==> src/rlsel_pkg.sv <==
// Package: constants and types for the relay output source selector
package rlsel_pkg;

  // ----------------------------------------------------------------
  // Source select codes
  // ----------------------------------------------------------------
  localparam logic [4:0] SRC_RUN          = 5'h00;
  localparam logic [4:0] SRC_FREQ_REACHED = 5'h01;
  localparam logic [4:0] SRC_FREQ_EXCEED  = 5'h02;
  localparam logic [4:0] SRC_OVERLOAD     = 5'h03;
  localparam logic [4:0] SRC_PID_DEV      = 5'h04;
  localparam logic [4:0] SRC_FAULT        = 5'h05;
  localparam logic [4:0] SRC_FREQ_RANGE   = 5'h06;
  localparam logic [4:0] SRC_TORQUE_OVER  = 5'h07;
  localparam logic [4:0] SRC_MAINS_STOP   = 5'h08;
  localparam logic [4:0] SRC_UNDERVOLT    = 5'h09;
  localparam logic [4:0] SRC_TORQUE_LIM   = 5'h0a;
  localparam logic [4:0] SRC_RUN_TIME     = 5'h0b;
  localparam logic [4:0] SRC_POWER_TIME   = 5'h0c;
  localparam logic [4:0] SRC_MOTOR_THERM  = 5'h0d;
  localparam logic [4:0] SRC_RSVD_FIRST   = 5'h0e;
  localparam logic [4:0] SRC_RSVD_LAST    = 5'h12;
  localparam logic [4:0] SRC_BRAKE_EN     = 5'h13;
  localparam logic [4:0] SRC_BRAKE_ERR    = 5'h14;
  localparam logic [4:0] SRC_ZERO_SPEED   = 5'h15;
  localparam logic [4:0] SRC_SPEED_DEV    = 5'h16;
  localparam logic [4:0] SRC_POS_DONE     = 5'h17;
  localparam logic [4:0] SRC_FREQ_EXC_ALT = 5'h18;
  localparam logic [4:0] SRC_FREQ_REA_ALT = 5'h19;
  localparam logic [4:0] SRC_OVERLOAD_ALT = 5'h1a;
  localparam logic [4:0] SRC_DEFAULT      = SRC_FAULT;
  localparam int         SRC_COUNT        = 27;

  // ----------------------------------------------------------------
  // Contact polarity
  // ----------------------------------------------------------------
  localparam logic       POL_MAKE         = 1'h0;
  localparam logic       POL_BREAK        = 1'h1;
  localparam logic       POL_DEFAULT      = POL_BREAK;

  // ----------------------------------------------------------------
  // Parameter set identifier digits
  // ----------------------------------------------------------------
  localparam logic [3:0] PSET_DIGIT_FIRST  = 4'h0;
  localparam logic [3:0] PSET_DIGIT_SECOND = 4'h2;
  localparam logic [3:0] PSET_DIGIT_THIRD  = 4'h3;

  typedef enum logic [1:0] {
    PSET_FIRST  = 2'b00,
    PSET_SECOND = 2'b01,
    PSET_THIRD  = 2'b10
  } rlsel_pset_t;

  // ----------------------------------------------------------------
  // Power-up hold of the relay
  // ----------------------------------------------------------------
  localparam int CLK_PERIOD_NS  = 4;
  localparam int STARTUP_HOLD_NS = 100000;
  localparam int STARTUP_CYCLES = (STARTUP_HOLD_NS + CLK_PERIOD_NS - 1) / CLK_PERIOD_NS;

  typedef enum logic {
    ST_POWERUP = 1'b0,
    ST_ACTIVE  = 1'b1
  } rlsel_state_t;

  // ----------------------------------------------------------------
  // Fault history
  // ----------------------------------------------------------------
  localparam int HIST_DEPTH = 6;
  localparam int REC_WIDTH  = 16;

  // Reserved codes give an inactive condition
  function automatic logic cond_select(input logic [4:0] code, input logic [SRC_COUNT-1:0] flags);
    logic res;
    res = 1'b0;
    if ((code >= SRC_RSVD_FIRST && code <= SRC_RSVD_LAST) || code > SRC_OVERLOAD_ALT)
      res = 1'b0;
    else
      res = flags[code];
    return res;
  endfunction : cond_select

endpackage : rlsel_pkg

==> src/rlsel_hist_if.sv <==
// Interface: fault history write and read between selector and store
interface rlsel_hist_if #(
  parameter int DEPTH = 6,
  parameter int WIDTH = 16
);
  logic                     wr_en;
  logic [WIDTH-1:0]         wr_data;
  logic [$clog2(DEPTH)-1:0] rd_idx;
  logic [WIDTH-1:0]         rd_data;

  modport ctrl (output wr_en, output wr_data, output rd_idx, input rd_data);
  modport mem  (input wr_en, input wr_data, input rd_idx, output rd_data);
endinterface : rlsel_hist_if

==> src/rlsel_hist_mem.sv <==
// Fault history store: newest record at index 0, contents kept through reset
module rlsel_hist_mem #(
  parameter int DEPTH = 6,
  parameter int WIDTH = 16
) (
  // Clock and reset
  input  wire logic i_mclk,
  input  wire logic i_rst_n,
  // History port
  rlsel_hist_if.mem hist
);

  logic [WIDTH-1:0] mem_ff [DEPTH];
  logic [WIDTH-1:0] rd_ff;

  // ----------------------------------------------------------------
  // Storage, deliberately without reset
  // ----------------------------------------------------------------
  always_ff @(posedge i_mclk)
  begin
    if (hist.wr_en)
    begin
      mem_ff[0] <= hist.wr_data;
      for (int i = 1; i < DEPTH; i++)
      begin
        mem_ff[i] <= mem_ff[i-1];
      end
    end
  end

  // ----------------------------------------------------------------
  // Registered read
  // ----------------------------------------------------------------
  always_ff @(posedge i_mclk)
  begin
    if (!i_rst_n)
      rd_ff <= '0;
    else if (32'(hist.rd_idx) < DEPTH)
      rd_ff <= mem_ff[hist.rd_idx];
    else
      rd_ff <= '0;
  end

  assign hist.rd_data = rd_ff;

endmodule : rlsel_hist_mem

==> src/rlsel_top.sv <==
// Top: relay source selection, contact polarity, power-up hold, fault history

// Notes on behaviour
// - Codes 00-05: run, reached, exceeded, overload, PID, fault
// - Codes 06-13: range, torque, mains, UV, limits, thermal
// - Codes 19,20,24-26: brake enable, brake fault, alternates
// - Codes 21-23: zero speed, deviation, position done
// - Polarity 00 make on condition; 01 break
// - Latest fault record survives supply loss
// - Power-up clears relay state, no old fault
// - Break polarity: fault position briefly after power-up
// - Identifier digit 0,2,3 selects parameter set
// - Break polarity: common-break open normal, reversed fault
module rlsel_top #(
  parameter int STARTUP_CYCLES = rlsel_pkg::STARTUP_CYCLES,
  parameter int HIST_DEPTH     = rlsel_pkg::HIST_DEPTH,
  parameter int REC_WIDTH      = rlsel_pkg::REC_WIDTH
) (
  // Clock and reset
  input  wire logic                          i_mclk,
  input  wire logic                          i_rst_n,
  // Configuration
  input  wire logic [4:0]                    i_relay_source_select,
  input  wire logic                          i_relay_contact_polarity,
  input  wire logic [3:0]                    i_param_id_digit,
  // Status conditions
  input  wire logic                          i_run_flag,
  input  wire logic                          i_freq_reached_flag,
  input  wire logic                          i_freq_exceeded_flag,
  input  wire logic                          i_overload_alarm_flag,
  input  wire logic                          i_pid_deviation_flag,
  input  wire logic                          i_fault_alarm_signal,
  input  wire logic                          i_freq_in_range_flag,
  input  wire logic                          i_torque_exceeded_flag,
  input  wire logic                          i_mains_loss_stop_flag,
  input  wire logic                          i_undervoltage_flag,
  input  wire logic                          i_torque_limit_flag,
  input  wire logic                          i_run_time_over_flag,
  input  wire logic                          i_power_time_over_flag,
  input  wire logic                          i_motor_thermal_flag,
  input  wire logic                          i_brake_release_enable,
  input  wire logic                          i_brake_error_flag,
  input  wire logic                          i_zero_speed_flag,
  input  wire logic                          i_speed_deviation_flag,
  input  wire logic                          i_position_done_flag,
  input  wire logic                          i_freq_exceeded_alt_flag,
  input  wire logic                          i_freq_reached_alt_flag,
  input  wire logic                          i_overload_alarm_alt_flag,
  // Fault history
  input  wire logic                          i_fault_rec_wr,
  input  wire logic [REC_WIDTH-1:0]          i_fault_rec_data,
  input  wire logic [$clog2(HIST_DEPTH)-1:0] i_hist_rd_idx,
  output logic      [REC_WIDTH-1:0]          o_hist_rd_data,
  // Relay and status
  output logic                               o_relay_coil,
  output logic                               o_relay_make_closed,
  output logic                               o_relay_break_closed,
  output logic                               o_startup_done,
  output logic      [1:0]                    o_param_set,
  output logic                               o_param_id_valid
);

  localparam int CW = $clog2(STARTUP_CYCLES + 1);

  logic [rlsel_pkg::SRC_COUNT-1:0] flags;
  logic                            cond_ff;
  logic                            nxt_cond;
  logic                            coil_ff;
  logic                            nxt_coil;
  logic [CW-1:0]                   cnt_ff;
  rlsel_pkg::rlsel_state_t         state_ff;
  rlsel_pkg::rlsel_pset_t          pset_ff;
  logic                            pid_valid_ff;

  rlsel_hist_if #(.DEPTH(HIST_DEPTH), .WIDTH(REC_WIDTH)) hist ();

  // ----------------------------------------------------------------
  // Condition vector indexed by source code
  // ----------------------------------------------------------------
  always_comb
  begin
    flags                                       = '0;
    flags[rlsel_pkg::SRC_RUN]                   = i_run_flag;
    flags[rlsel_pkg::SRC_FREQ_REACHED]          = i_freq_reached_flag;
    flags[rlsel_pkg::SRC_FREQ_EXCEED]           = i_freq_exceeded_flag;
    flags[rlsel_pkg::SRC_OVERLOAD]              = i_overload_alarm_flag;
    flags[rlsel_pkg::SRC_PID_DEV]               = i_pid_deviation_flag;
    flags[rlsel_pkg::SRC_FAULT]                 = i_fault_alarm_signal;
    flags[rlsel_pkg::SRC_FREQ_RANGE]            = i_freq_in_range_flag;
    flags[rlsel_pkg::SRC_TORQUE_OVER]           = i_torque_exceeded_flag;
    flags[rlsel_pkg::SRC_MAINS_STOP]            = i_mains_loss_stop_flag;
    flags[rlsel_pkg::SRC_UNDERVOLT]             = i_undervoltage_flag;
    flags[rlsel_pkg::SRC_TORQUE_LIM]            = i_torque_limit_flag;
    flags[rlsel_pkg::SRC_RUN_TIME]              = i_run_time_over_flag;
    flags[rlsel_pkg::SRC_POWER_TIME]            = i_power_time_over_flag;
    flags[rlsel_pkg::SRC_MOTOR_THERM]           = i_motor_thermal_flag;
    flags[rlsel_pkg::SRC_BRAKE_EN]              = i_brake_release_enable;
    flags[rlsel_pkg::SRC_BRAKE_ERR]             = i_brake_error_flag;
    flags[rlsel_pkg::SRC_ZERO_SPEED]            = i_zero_speed_flag;
    flags[rlsel_pkg::SRC_SPEED_DEV]             = i_speed_deviation_flag;
    flags[rlsel_pkg::SRC_POS_DONE]              = i_position_done_flag;
    flags[rlsel_pkg::SRC_FREQ_EXC_ALT]          = i_freq_exceeded_alt_flag;
    flags[rlsel_pkg::SRC_FREQ_REA_ALT]          = i_freq_reached_alt_flag;
    flags[rlsel_pkg::SRC_OVERLOAD_ALT]          = i_overload_alarm_alt_flag;
  end

  assign nxt_cond = rlsel_pkg::cond_select(i_relay_source_select, flags);

  always_ff @(posedge i_mclk)
  begin
    if (!i_rst_n)
      cond_ff <= 1'b0;
    else
      cond_ff <= nxt_cond;
  end

  // ----------------------------------------------------------------
  // Power-up hold: coil stays released until the hold expires
  // ----------------------------------------------------------------
  always_ff @(posedge i_mclk)
  begin
    if (!i_rst_n)
    begin
      state_ff <= rlsel_pkg::ST_POWERUP;
      cnt_ff   <= '0;
    end
    else
    begin
      case (state_ff)
        rlsel_pkg::ST_POWERUP:
        begin
          if (cnt_ff == CW'(STARTUP_CYCLES - 1))
            state_ff <= rlsel_pkg::ST_ACTIVE;
          else
            cnt_ff <= cnt_ff + CW'(1);
        end
        rlsel_pkg::ST_ACTIVE:
          state_ff <= rlsel_pkg::ST_ACTIVE;
        default:
          state_ff <= rlsel_pkg::ST_POWERUP;
      endcase
    end
  end

  // ----------------------------------------------------------------
  // Coil drive with contact polarity
  // ----------------------------------------------------------------
  always_comb
  begin
    nxt_coil = 1'b0;
    if (state_ff == rlsel_pkg::ST_ACTIVE)
    begin
      if (i_relay_contact_polarity == rlsel_pkg::POL_MAKE)
        nxt_coil = cond_ff;
      else
        nxt_coil = ~cond_ff;
    end
  end

  always_ff @(posedge i_mclk)
  begin
    if (!i_rst_n)
      coil_ff <= 1'b0;
    else
      coil_ff <= nxt_coil;
  end

  assign o_relay_coil         = coil_ff;
  assign o_relay_make_closed  = coil_ff;
  assign o_relay_break_closed = ~coil_ff;
  assign o_startup_done       = (state_ff == rlsel_pkg::ST_ACTIVE);

  // ----------------------------------------------------------------
  // Parameter set decode
  // ----------------------------------------------------------------
  always_ff @(posedge i_mclk)
  begin
    if (!i_rst_n)
    begin
      pset_ff      <= rlsel_pkg::PSET_FIRST;
      pid_valid_ff <= 1'b0;
    end
    else
    begin
      pid_valid_ff <= 1'b1;
      case (i_param_id_digit)
        rlsel_pkg::PSET_DIGIT_FIRST:  pset_ff <= rlsel_pkg::PSET_FIRST;
        rlsel_pkg::PSET_DIGIT_SECOND: pset_ff <= rlsel_pkg::PSET_SECOND;
        rlsel_pkg::PSET_DIGIT_THIRD:  pset_ff <= rlsel_pkg::PSET_THIRD;
        default:
        begin
          pset_ff      <= rlsel_pkg::PSET_FIRST;
          pid_valid_ff <= 1'b0;
        end
      endcase
    end
  end

  assign o_param_set      = pset_ff;
  assign o_param_id_valid = pid_valid_ff;

  // ----------------------------------------------------------------
  // Fault history store
  // ----------------------------------------------------------------
  assign hist.wr_en   = i_fault_rec_wr;
  assign hist.wr_data = i_fault_rec_data;
  assign hist.rd_idx  = i_hist_rd_idx;
  assign o_hist_rd_data = hist.rd_data;

  rlsel_hist_mem #(
    .DEPTH (HIST_DEPTH),
    .WIDTH (REC_WIDTH)
  ) u_hist (
    .i_mclk  (i_mclk),
    .i_rst_n (i_rst_n),
    .hist    (hist)
  );
endmodule : rlsel_top

==> config.mk <==
export PLATFORM = sky130hd
export DESIGN_NAME = rlsel_top
export DESIGN_NICKNAME = d
export VERILOG_FILES = /design/src/rlsel_pkg.sv /design/src/rlsel_hist_if.sv /design/src/rlsel_hist_mem.sv /design/src/rlsel_top.sv
export SDC_FILE = /design/constraint.sdc
export NUM_CORES = 1
export LEC_CHECK = 0
export ABC_AREA = 1
export ABC_CLOCK_PERIOD_IN_PS = 1900
export BUFFER_PORTS_ARGS = -buffer_cell sky130_fd_sc_hd__buf_2
export CAP_MARGIN = 20
export CORE_ASPECT_RATIO = 1.2
export CORE_UTILIZATION = 58
export CTS_BUF_LIST = sky130_fd_sc_hd__clkbuf_4 sky130_fd_sc_hd__clkbuf_8 sky130_fd_sc_hd__clkbuf_16
export DETAILED_ROUTE_END_ITERATION = 16
export GPL_ROUTABILITY_DRIVEN = 0
export PLACE_DENSITY = 0.8
export SLEW_MARGIN = 20
export SYNTH_ARGS = -nofsm -noshare
export SYNTH_HDL_FRONTEND = slang
export SYNTH_HIERARCHICAL = 1
export SYNTH_SLANG_ARGS = --single-unit
==> constraint.sdc <==
create_clock -name i_mclk -period 1.9 [get_ports i_mclk]
set_clock_uncertainty 0.05 [all_clocks]
set_input_delay 0.19 -clock i_mclk [delete_from_list [all_inputs] [get_ports i_mclk]]
set_output_delay 0.19 -clock i_mclk [all_outputs]
set_load 0.01 [all_outputs]
; ---- Word-level counts from Yosys, hierarchy flattened
; Memories as Yosys holds them, arrays and structs flattened. A register that Yosys moved wholly into a read port is not among the register bits.
; Cells that the tools add are included.
[word_totals]
ff_bits = 21
ramBits = 96
inputBits = 54
out_inout_bits = 23
mem_count = 1
[mem_list]
columns = memory, words, word_bits, read_ports, rd_ports_with_merged_regs, wr, line_no
row1 = u_hist.mem_ff, 6, 16, 6, 1, 6, rlsel_hist_mem.sv:13  ; logic [WIDTH-1:0] mem_ff [DEPTH];
[classes]
addsub = 1
order_cmp = 5
n_eq_ne = 3
mux = 9
bitwise_logic = 5
reduce_logical = 9
[ops]
columns = operator, count
row1 = adder 15 x 1 -> 15 bit (second input constant), 1
row2 = == test 15 bit (second input constant), 1
row3 = == test 4 x 2 -> 1 bit (second input constant), 2
row4 = < comparator 5 x 6 -> 1 bit (second input constant), 1
row5 = 2-to-1 mux 1 bit, 6
row6 = AND reduction 2 bit, 3
row7 = binary-select mux 1 bit (select 5 bit), 1
row8 = >= comparator 5 x 4 -> 1 bit (second input constant), 1
row9 = greater-than comparator 5 bit (second input constant), 1
row10 = <= comparator 5 bit (second input constant), 1
row11 = inverter 1 bit, 5
row12 = zero test 4 bit, 1
row13 = case mux 2 bit (2 select lines), 1
row14 = < comparator 3 bit (second input constant), 1
row15 = OR reduction 3 bit, 1
row16 = case mux 1 bit (2 select lines), 1
row17 = OR reduction 2 bit, 1
row18 = logical AND 1 bit, 1
row19 = zero test 1 bit, 1
row20 = logical OR 1 bit, 1

; ---- Depth between registers and ports, before layout
; Gate-level depths: netlist (run 1).
[depth]
word_depth = 4
depth_mapped = 10
mapped_depth_nobuf = 9

; ---- By module
; Netlist (run 1), hierarchy kept.
[modules_own_cells]
columns = module, instances, cells_each, area_each_um2
row1 = rlsel_hist_mem, 1, 390, 4410.5
row2 = rlsel_top, 1, 247, 1511.4

; ---- Least setup slack after synthesis (run 1)
; No wires, ideal clock.
[synth_path]
path_kind = flip-flop to flip-flop
start = reg cnt_ff[0]
end = reg cnt_ff[12]
setup_time_ps = 71
arrival_time_ps = 1291
required_time_ps = 1779
path_slack_ps = 488
path_stages_with_launch = 9
path_buffers = 1
period_less_slack_ps = 1412
cell_sequence = dfxtp_1 -> ha_1 -> nand3_1 -> nor2_2 -> nand2_4 -> nand2_4 -> buf_12 -> nand2_1 -> a21oi_2
[synth_via]
elab_chain_cells = 3
elab_cells_between_ends = 4
[synth_lines]
columns = element, line_no
row1 = "start, declared", rlsel_top.sv:70  ; logic [CW-1:0] cnt_ff;
row2 = "start signal, assigned", rlsel_top.sv:135  ; cnt_ff <= cnt_ff + CW'(1);
row3 = "parallel branches: the longest is 3 deep, another holds adder 15 x 1 -> 15 bit", -
; Several ways; the timed one is not identified.
; A chain may end at the register's enable or synchronous reset.

; ---- Worst setup path after layout (run 1)
[layout_path]
start = reg cnt_ff[0]
end = reg cnt_ff[11]
; Same word-level chain as after synthesis.

==> results of run 1 <==
-- sequential cells by signal (all words and copies together), names as in the netlist --
register / flops
u_hist/mem_ff: 96
u_hist/hist.rd_data: 16
cnt_ff: 15
o_param_set: 2
cond_ff: 1
o_param_id_valid: 1
o_relay_coil: 1
o_startup_done: 1
-- through the flow --
stage	power (W)	setup slack [ps]	util, %
finish	0.00706	323	71.9
global placement	0.00388	390	63.9
global route	0.00731	150	71.9
floorplan	0.00371	488	-
CTS	0.00708	338	71.9
detailed placement	0.00391	318	63.9
-- what timing repair did --
action                                  in CTS  in global routing
hold buffers                                21                  0
endpoints found under the hold margin       20                  0
endpoints found under the setup margin       0                  0
-- layout make-up --
cell class                 count  area, µm²  area share [%]
timing repair buffer         104        683            9.53
multi-input combinational    375       1720            24.0
clock buffer                  23        518            7.23
clock inverter                 9       71.3           0.995
tap                          126        158            2.20
sequential                   133       3620            50.6
inverter                     103        390            5.45
-- worst reg2reg max path, delay by kind of cell (launching register included) --
kind	cells	cell delay, ps
AOI/OAI and AO/OA	2	550
and+or+nand+nor	3	330
adders and majority gates	1	250
DFF	1	330
-- power groups by stage --
stage               Clock [W]  Combinational (W)  Sequential (W)
detailed placement          0           0.000473         0.00343
finish                0.00317           0.000517         0.00337
floorplan                   0           0.000283         0.00342
global placement            0           0.000461         0.00342
CTS                   0.00319           0.000516         0.00338
global route          0.00333           0.000585         0.00339
-- cell usage after synthesis --
cell	count	area, µm²
a21oi_1	18	90.1
a21oi_2	12	105
and3_1	1	6.26
buf_12	1	20.0
buf_2	12	60.1
buf_4	5	37.5
buf_6	5	56.3
clkbuf_1	2	7.51
clkbuf_2	1	5.00
clkinv_1	1	3.75
clkinv_2	1	5.00
dfxtp_1	37	741
edfxtp_1	96	2880
ha_1	1	12.5
inv_1	98	368
inv_2	2	7.51
inv_4	1	6.26
nand2_1	168	631
nand2_2	3	18.8
nand2_4	2	22.5
nand3_1	54	270
nand3_2	1	10.0
nand3b_1	1	7.51
nand4_1	10	62.6
nor2_1	68	255
nor2_2	3	18.8
nor2_4	1	11.3
nor3_1	1	5.00
o21ai_0	22	110
o21ai_4	1	16.3
o21bai_1	1	7.51
xnor2_1	4	35.0
xor2_1	3	26.3
-- worst max-delay path by stage --
stage | from | to | slack, ps | cells after the start
2_1_floorplan | cnt_ff[0]$_SDFFE_PN0P_ | cnt_ff[12]$_SDFFE_PN0P_ | 490 | 8
3_3_place_gp | cnt_ff[0]$_SDFFE_PN0P_ | cnt_ff[8]$_SDFFE_PN0P_ | 390 | 7
3_5_place_dp | i_hist_rd_idx[0] | u_hist/hist.rd_data[15]$_SDFF_PN0_ | 320 | 6
4_1_cts | cnt_ff[0]$_SDFFE_PN0P_ | cnt_ff[11]$_SDFFE_PN0P_ | 340 | 6
5_1_grt | cnt_ff[0]$_SDFFE_PN0P_ | cnt_ff[10]$_SDFFE_PN0P_ | 150 | 9
6_report | cnt_ff[0]$_SDFFE_PN0P_ | cnt_ff[11]$_SDFFE_PN0P_ | 320 | 6
-- cell families after synthesis --
| family | Yosys count | synth area share (%) |
|---|---|---|
| buffers and inverters | 129 | 9.74 |
| and+or+nand+nor | 313 | 22.3 |
| xor gates and xnor gates | 7 | 1.04 |
| AOI/OAI and AO/OA | 54 | 5.56 |
| adders and majority gates | 1 | 0.211 |
| DFF | 133 | 61.2 |
-- metal layers --
layer / routed length (µm) / vias up
li1: - / 2231
met1: 4840 / 2048
met2: 5720 / 192
met3: 753 / 18
met4: 187 / 0
met5: 0 / -
==> results_dict.tcl, run 1 <==
set metrics [dict create \
    wl_per_cell_um 13.2 \
    reg2reg_depth 6 \
    min_period_ps 1580 \
    clock_path_buffers 2 \
    critPathCaptureType "flip-flop" \
    fin_hold_ws_ps 30.5 \
    period_share_pct 83.0 \
    critical_path_buf_inv_count 0 \
    avgViaCountPerCell 5.14 \
    placed_cell_area_um2 6370 \
    clk_latency_ps 420 \
    port_buffers 76 \
    start_util_pct 59.5 \
    drtIter0Drc 270 \
    dp_hpwl_mm 7.46 \
    arrival_ps 1880 \
    pwr-share-clk_pct 44.9 \
    design_area_um2 7170 \
    final_nets 789 \
    final_common_cell "nand2_1" \
    maxSlewViolCount 0 \
    diodes 0 \
    layoutNonFillerInstCount 873 \
    p_leak_nw 3.22 \
    cp_top_family "compound AO/OA/AOI/OAI gates" \
    core_area_um2 9960 \
    firstDrtPassIters 7 \
    cts.sinks 133 \
    r2r_slack_ps 320 \
    wl_mm 11.5 \
    row_count 40 \
    path_clk_slew_ps 60 \
    cts_buffers 17 \
    antenna_found_initial 0 \
    rsz0062_at_grt "no" \
    use_met2_pct 39.0 \
    fmax_mhz 634 \
    cap_violations 0 \
    relSlewSlack_pct 61.9 \
    status "completed" \
    worst_path_most_repeated_cell "a21oi_2" \
    min_from "i_param_id_digit[3]" \
    cts_root_buf "clkbuf_16" \
    fp.dieW_um 94.2 \
    io_pins 77 \
    cts-resized-gates 0 \
    area_delta_synth_final_pct 21.0 \
    cts_setup_buffers 0 \
    vias 4489 \
    synth.yosys.seq_area_share_pct 61.2 \
    critPathKind "reg -> reg" \
    switching_share_pct 21.5 \
    comb_power_share_pct 7.3 \
    setup_viol 0 \
    detail-route-antenna-nets 0 \
    peakVddDrop_uv 696 \
    ys_types 33 \
    min_to "o_param_set[1]$_SDFF_PN0_" \
    netlist_area_um2 5920 \
    hold_path_depth 4 \
    drc 0 \
    grt_pass1_vias 4236 \
    r2r-end "cnt_ff[11]$_SDFFE_PN0P_" \
    crit_required_ps 2200 \
    syn_inst 637 \
    critPathMaxFanout 10 \
    synth_warnings 6 \
    slowest_delay_ps 400 \
    postSynthAreaPerCell_um2 9.30 \
    grt.overflow.total 0 \
    grt_pass1_wl_mm 19.7 \
    track_usage_pct 24.3 \
    top_usage_layer "met2" \
    final_cell_mix "168 x nand2_1, 98 x inv_1, 96 x edfxtp_1" \
    die_y_um 113 \
    p_sw_w 0.00152 \
    n_fill_cell 679 \
    hold_viol 0 \
    gr-usage-met3_pct 6.38 \
    hold_class "in -> reg" \
    synthesis.nets 692 \
    slowest_stage "a21oi_2" \
    tightest_slew_ps 571 \
    grt_max_degree 35 \
    cts_tree "yes" \
    seqPwrFrac_pct 47.8 \
    dp_cells 820 \
    ys_ff_latch 133 \
    powerDensity_nw_per_um2 985 \
    worstSetupStartpointType "flip-flop" \
    drive_gt1_share_pct 19.0 \
    die_area_um2 10600 \
    tns_ps 0 \
    r2r-start "cnt_ff[0]$_SDFFE_PN0P_" \
    p_int_w 0.00554 \
    cts_max_level 4 \
    cp_cell_sequence "ha_1, nand3_1, nor2_2, a21oi_2, nand2_1, a21oi_2" \
    grt.met1_usage_pct 31.2 \
]
No activity file was read; power rests on OpenSTA's default activity.
==> inputs of run 2 (changes only) <==
--- a/config.mk
+++ b/config.mk
@@ -6,15 +6,15 @@
 export NUM_CORES = 1
 export LEC_CHECK = 0
 export ABC_AREA = 1
-export ABC_CLOCK_PERIOD_IN_PS = 1900
+export ABC_CLOCK_PERIOD_IN_PS = 1400
 export BUFFER_PORTS_ARGS = -buffer_cell sky130_fd_sc_hd__buf_2
 export CAP_MARGIN = 20
 export CORE_ASPECT_RATIO = 1.2
-export CORE_UTILIZATION = 58
+export CORE_UTILIZATION = 52
 export CTS_BUF_LIST = sky130_fd_sc_hd__clkbuf_4 sky130_fd_sc_hd__clkbuf_8 sky130_fd_sc_hd__clkbuf_16
 export DETAILED_ROUTE_END_ITERATION = 16
 export GPL_ROUTABILITY_DRIVEN = 0
-export PLACE_DENSITY = 0.8
+export PLACE_DENSITY = 0.76
 export SLEW_MARGIN = 20
 export SYNTH_ARGS = -nofsm -noshare
 export SYNTH_HDL_FRONTEND = slang
==> constraint.sdc (replaced) <==
create_clock -name i_mclk -period 1.4 [get_ports i_mclk]
set_clock_uncertainty 0.05 [all_clocks]
set_input_delay 0.14 -clock i_mclk [delete_from_list [all_inputs] [get_ports i_mclk]]
set_output_delay 0.14 -clock i_mclk [all_outputs]
set_load 0.01 [all_outputs]
==> results_dict.tcl, run 2 (synthesis gave the netlist of run 1 again) <==
set metrics [dict create \
    hold_viol 0 \
    dp_hpwl_mm 7.83 \
    regArea_um2 3640 \
    r2r-end "cnt_ff[13]$_SDFFE_PN0P_" \
    cts_root_buf "clkbuf_16" \
    powerDensity_nw_per_um2 1320 \
    maxSlewViolCount 0 \
    cts.sinks 133 \
    antenna_found_initial 0 \
    grt_pass1_vias 4661 \
    cts_tree "yes" \
    p_int_w 0.00779 \
    cap_violations 0 \
    comb_power_share_pct 7.6 \
    detail-route-antenna-nets 0 \
    row_count 42 \
    min_period_ps 1460 \
    track_usage_pct 23.0 \
    drtIter0Drc 309 \
    crit_required_ps 1680 \
    seqPwrFrac_pct 46.1 \
    r2r_slack_ps -60 \
    wl_mm 13.0 \
    status "finished with violations" \
    rsz0062_at_grt "yes" \
    relSlewSlack_pct 56.4 \
    firstDrtPassIters 5 \
    total_power_w 0.00994 \
    n_fill_cell 788 \
    path_clk_slew_ps 60 \
    period_share_pct 104 \
    grt_max_degree 47 \
    setup_viol 13 \
    crit_path_end "cnt_ff[13]$_SDFFE_PN0P_" \
    grt_pass1_wl_mm 21.3 \
    pwr-share-clk_pct 46.4 \
    post-place-ws_ps -96.8 \
    p_sw_w 0.00214 \
    start_util_pct 53.7 \
    fmax_mhz 684 \
    tightest_slew_ps 653 \
    arrival_ps 1740 \
    violations "setup timing" \
    drive_gt1_share_pct 25.4 \
    cp-startpoint "cnt_ff[3]$_SDFFE_PN0P_" \
    die_area_um2 11800 \
    diodes 0 \
    multiInputGateArea_um2 1850 \
    final_nets 813 \
    area_delta_synth_final_pct 27.4 \
    r2r-start "cnt_ff[3]$_SDFFE_PN0P_" \
    worstSetupStartpointType "flip-flop" \
    fp.dieW_um 99.4 \
    final_cell_mix "158 x nand2_1, 96 x inv_1, 96 x edfxtp_1" \
    switching_share_pct 21.6 \
    port_buffers 76 \
    hold_class "in -> reg" \
    cts_max_level 4 \
    clk_latency_ps 410 \
    reg2reg_depth 7 \
    vias 4693 \
    io_pins 77 \
    peakVddDrop_uv 730 \
    die_y_um 119 \
    critPathCaptureType "flip-flop" \
    critPathKind "reg -> reg" \
    cts_buffers 17 \
    core_area_um2 11000 \
    final_common_cell "nand2_1" \
    top_register "u_hist/mem_ff" \
    largest_reg_flops 96 \
    critPathMaxFanout 7 \
    wl_per_cell_um 14.4 \
    avgViaCountPerCell 5.20 \
    grt.overflow.total 0 \
    clock_path_buffers 2 \
    postLayoutSetupSlackWorst_ps -61.3 \
    p_leak_nw 3.39 \
    drc 0 \
]
-- run 2: cell count changes in the layout (fill, tap and decap cells not counted), sizes merged --
cell | previous run | this run
buf | 83 | 104
bufinv | 1 | 4
clkbuf | 23 | 18
clkinv | 9 | 8
clkinvlp | 0 | 4
dlygate4sd3 | 21 | 22
inv | 102 | 101
nand2 | 173 | 175
-- run 2: repair_timing --
item / CTS / global route
cloned: 2 / 0
endpoints found under the hold margin: 21 / 0
setup buffers: 1 / 5
endpoints found under the setup margin: 14 / 15
gates resized for setup: 11 / 37
hold buffers: 22 / 0
pin swaps: 5 / 15
-- run 2: how the worst min path moves through the flow --
stage | start | end | slack [ps] | cells after the start
2_1_floorplan | i_param_id_digit[0] | o_param_set[0]$_SDFF_PN0_ | 160 | 1
3_3_place_gp | i_fault_rec_data[11] | u_hist/mem_ff[0][11]$_DFFE_PP_ | 270 | 1
3_5_place_dp | i_fault_rec_data[11] | u_hist/mem_ff[0][11]$_DFFE_PP_ | 270 | 1
4_1_cts | i_param_id_digit[2] | o_param_id_valid$_SDFF_PN0_ | 10 | 4
5_1_grt | i_param_id_digit[2] | o_param_id_valid$_SDFF_PN0_ | 40 | 4
6_report | i_param_id_digit[2] | o_param_id_valid$_SDFF_PN0_ | 20 | 4
-- run 2: critical path, cell delays in order (launching register included) --
cell and delay, ps:
dfxtp_4 380, nor2_2 160, nand3_2 110, nor2_4 190
nand2_4 150, nand2_8 130, nand2_1 80, a21oi_2 130
-- run 2: layout make-up --
class / count / area share (%)
clock buffer: 18 / 5.82
clock inverter: 14 / 2.44
inverter: 103 / 5.22
multi-input combinational: 377 / 24.5
sequential: 133 / 48.3
tap: 132 / 2.19
timing repair buffer: 126 / 11.5
-- run 2: power by group through the flow --
stage	Combinational [W]	Sequential (W)	Clock (W)
6_report	0.000751	0.00458	0.00461
3_5_place_dp	0.000669	0.00465	0
4_1_cts	0.000735	0.00458	0.00468
5_1_grt	0.000841	0.00460	0.00484
3_3_place_gp	0.000645	0.00463	0
2_1_floorplan	0.000385	0.00465	0
-- run 2: metrics by stage --
| step | instances | util, % | hold slack, ps | instance area [µm²] | setup TNS (ps) |
|---|---|---|---|---|---|
| 5_1_grt | 903 | 68.4 | 43.0 | 7540 | -817 |
| 3_5_place_dp | 841 | 58.8 | 269 | 6490 | -576 |
| 6_report | 903 | 68.4 | 21.4 | 7540 | -426 |
| 2_1_floorplan | 637 | - | 162 | 5920 | 0 |
| 3_3_place_gp | 841 | 58.8 | 267 | 6490 | 0 |
| 4_1_cts | 898 | 67.1 | 10.3 | 7400 | 0 |
-- run 2: metal layers --
metal / share of wire, % / track usage (%)
met5: 0 / 0
met3: 6.3 / 5.40
met1: 39 / 26.3
met4: 1.9 / 9.65
met2: 53 / 40.8
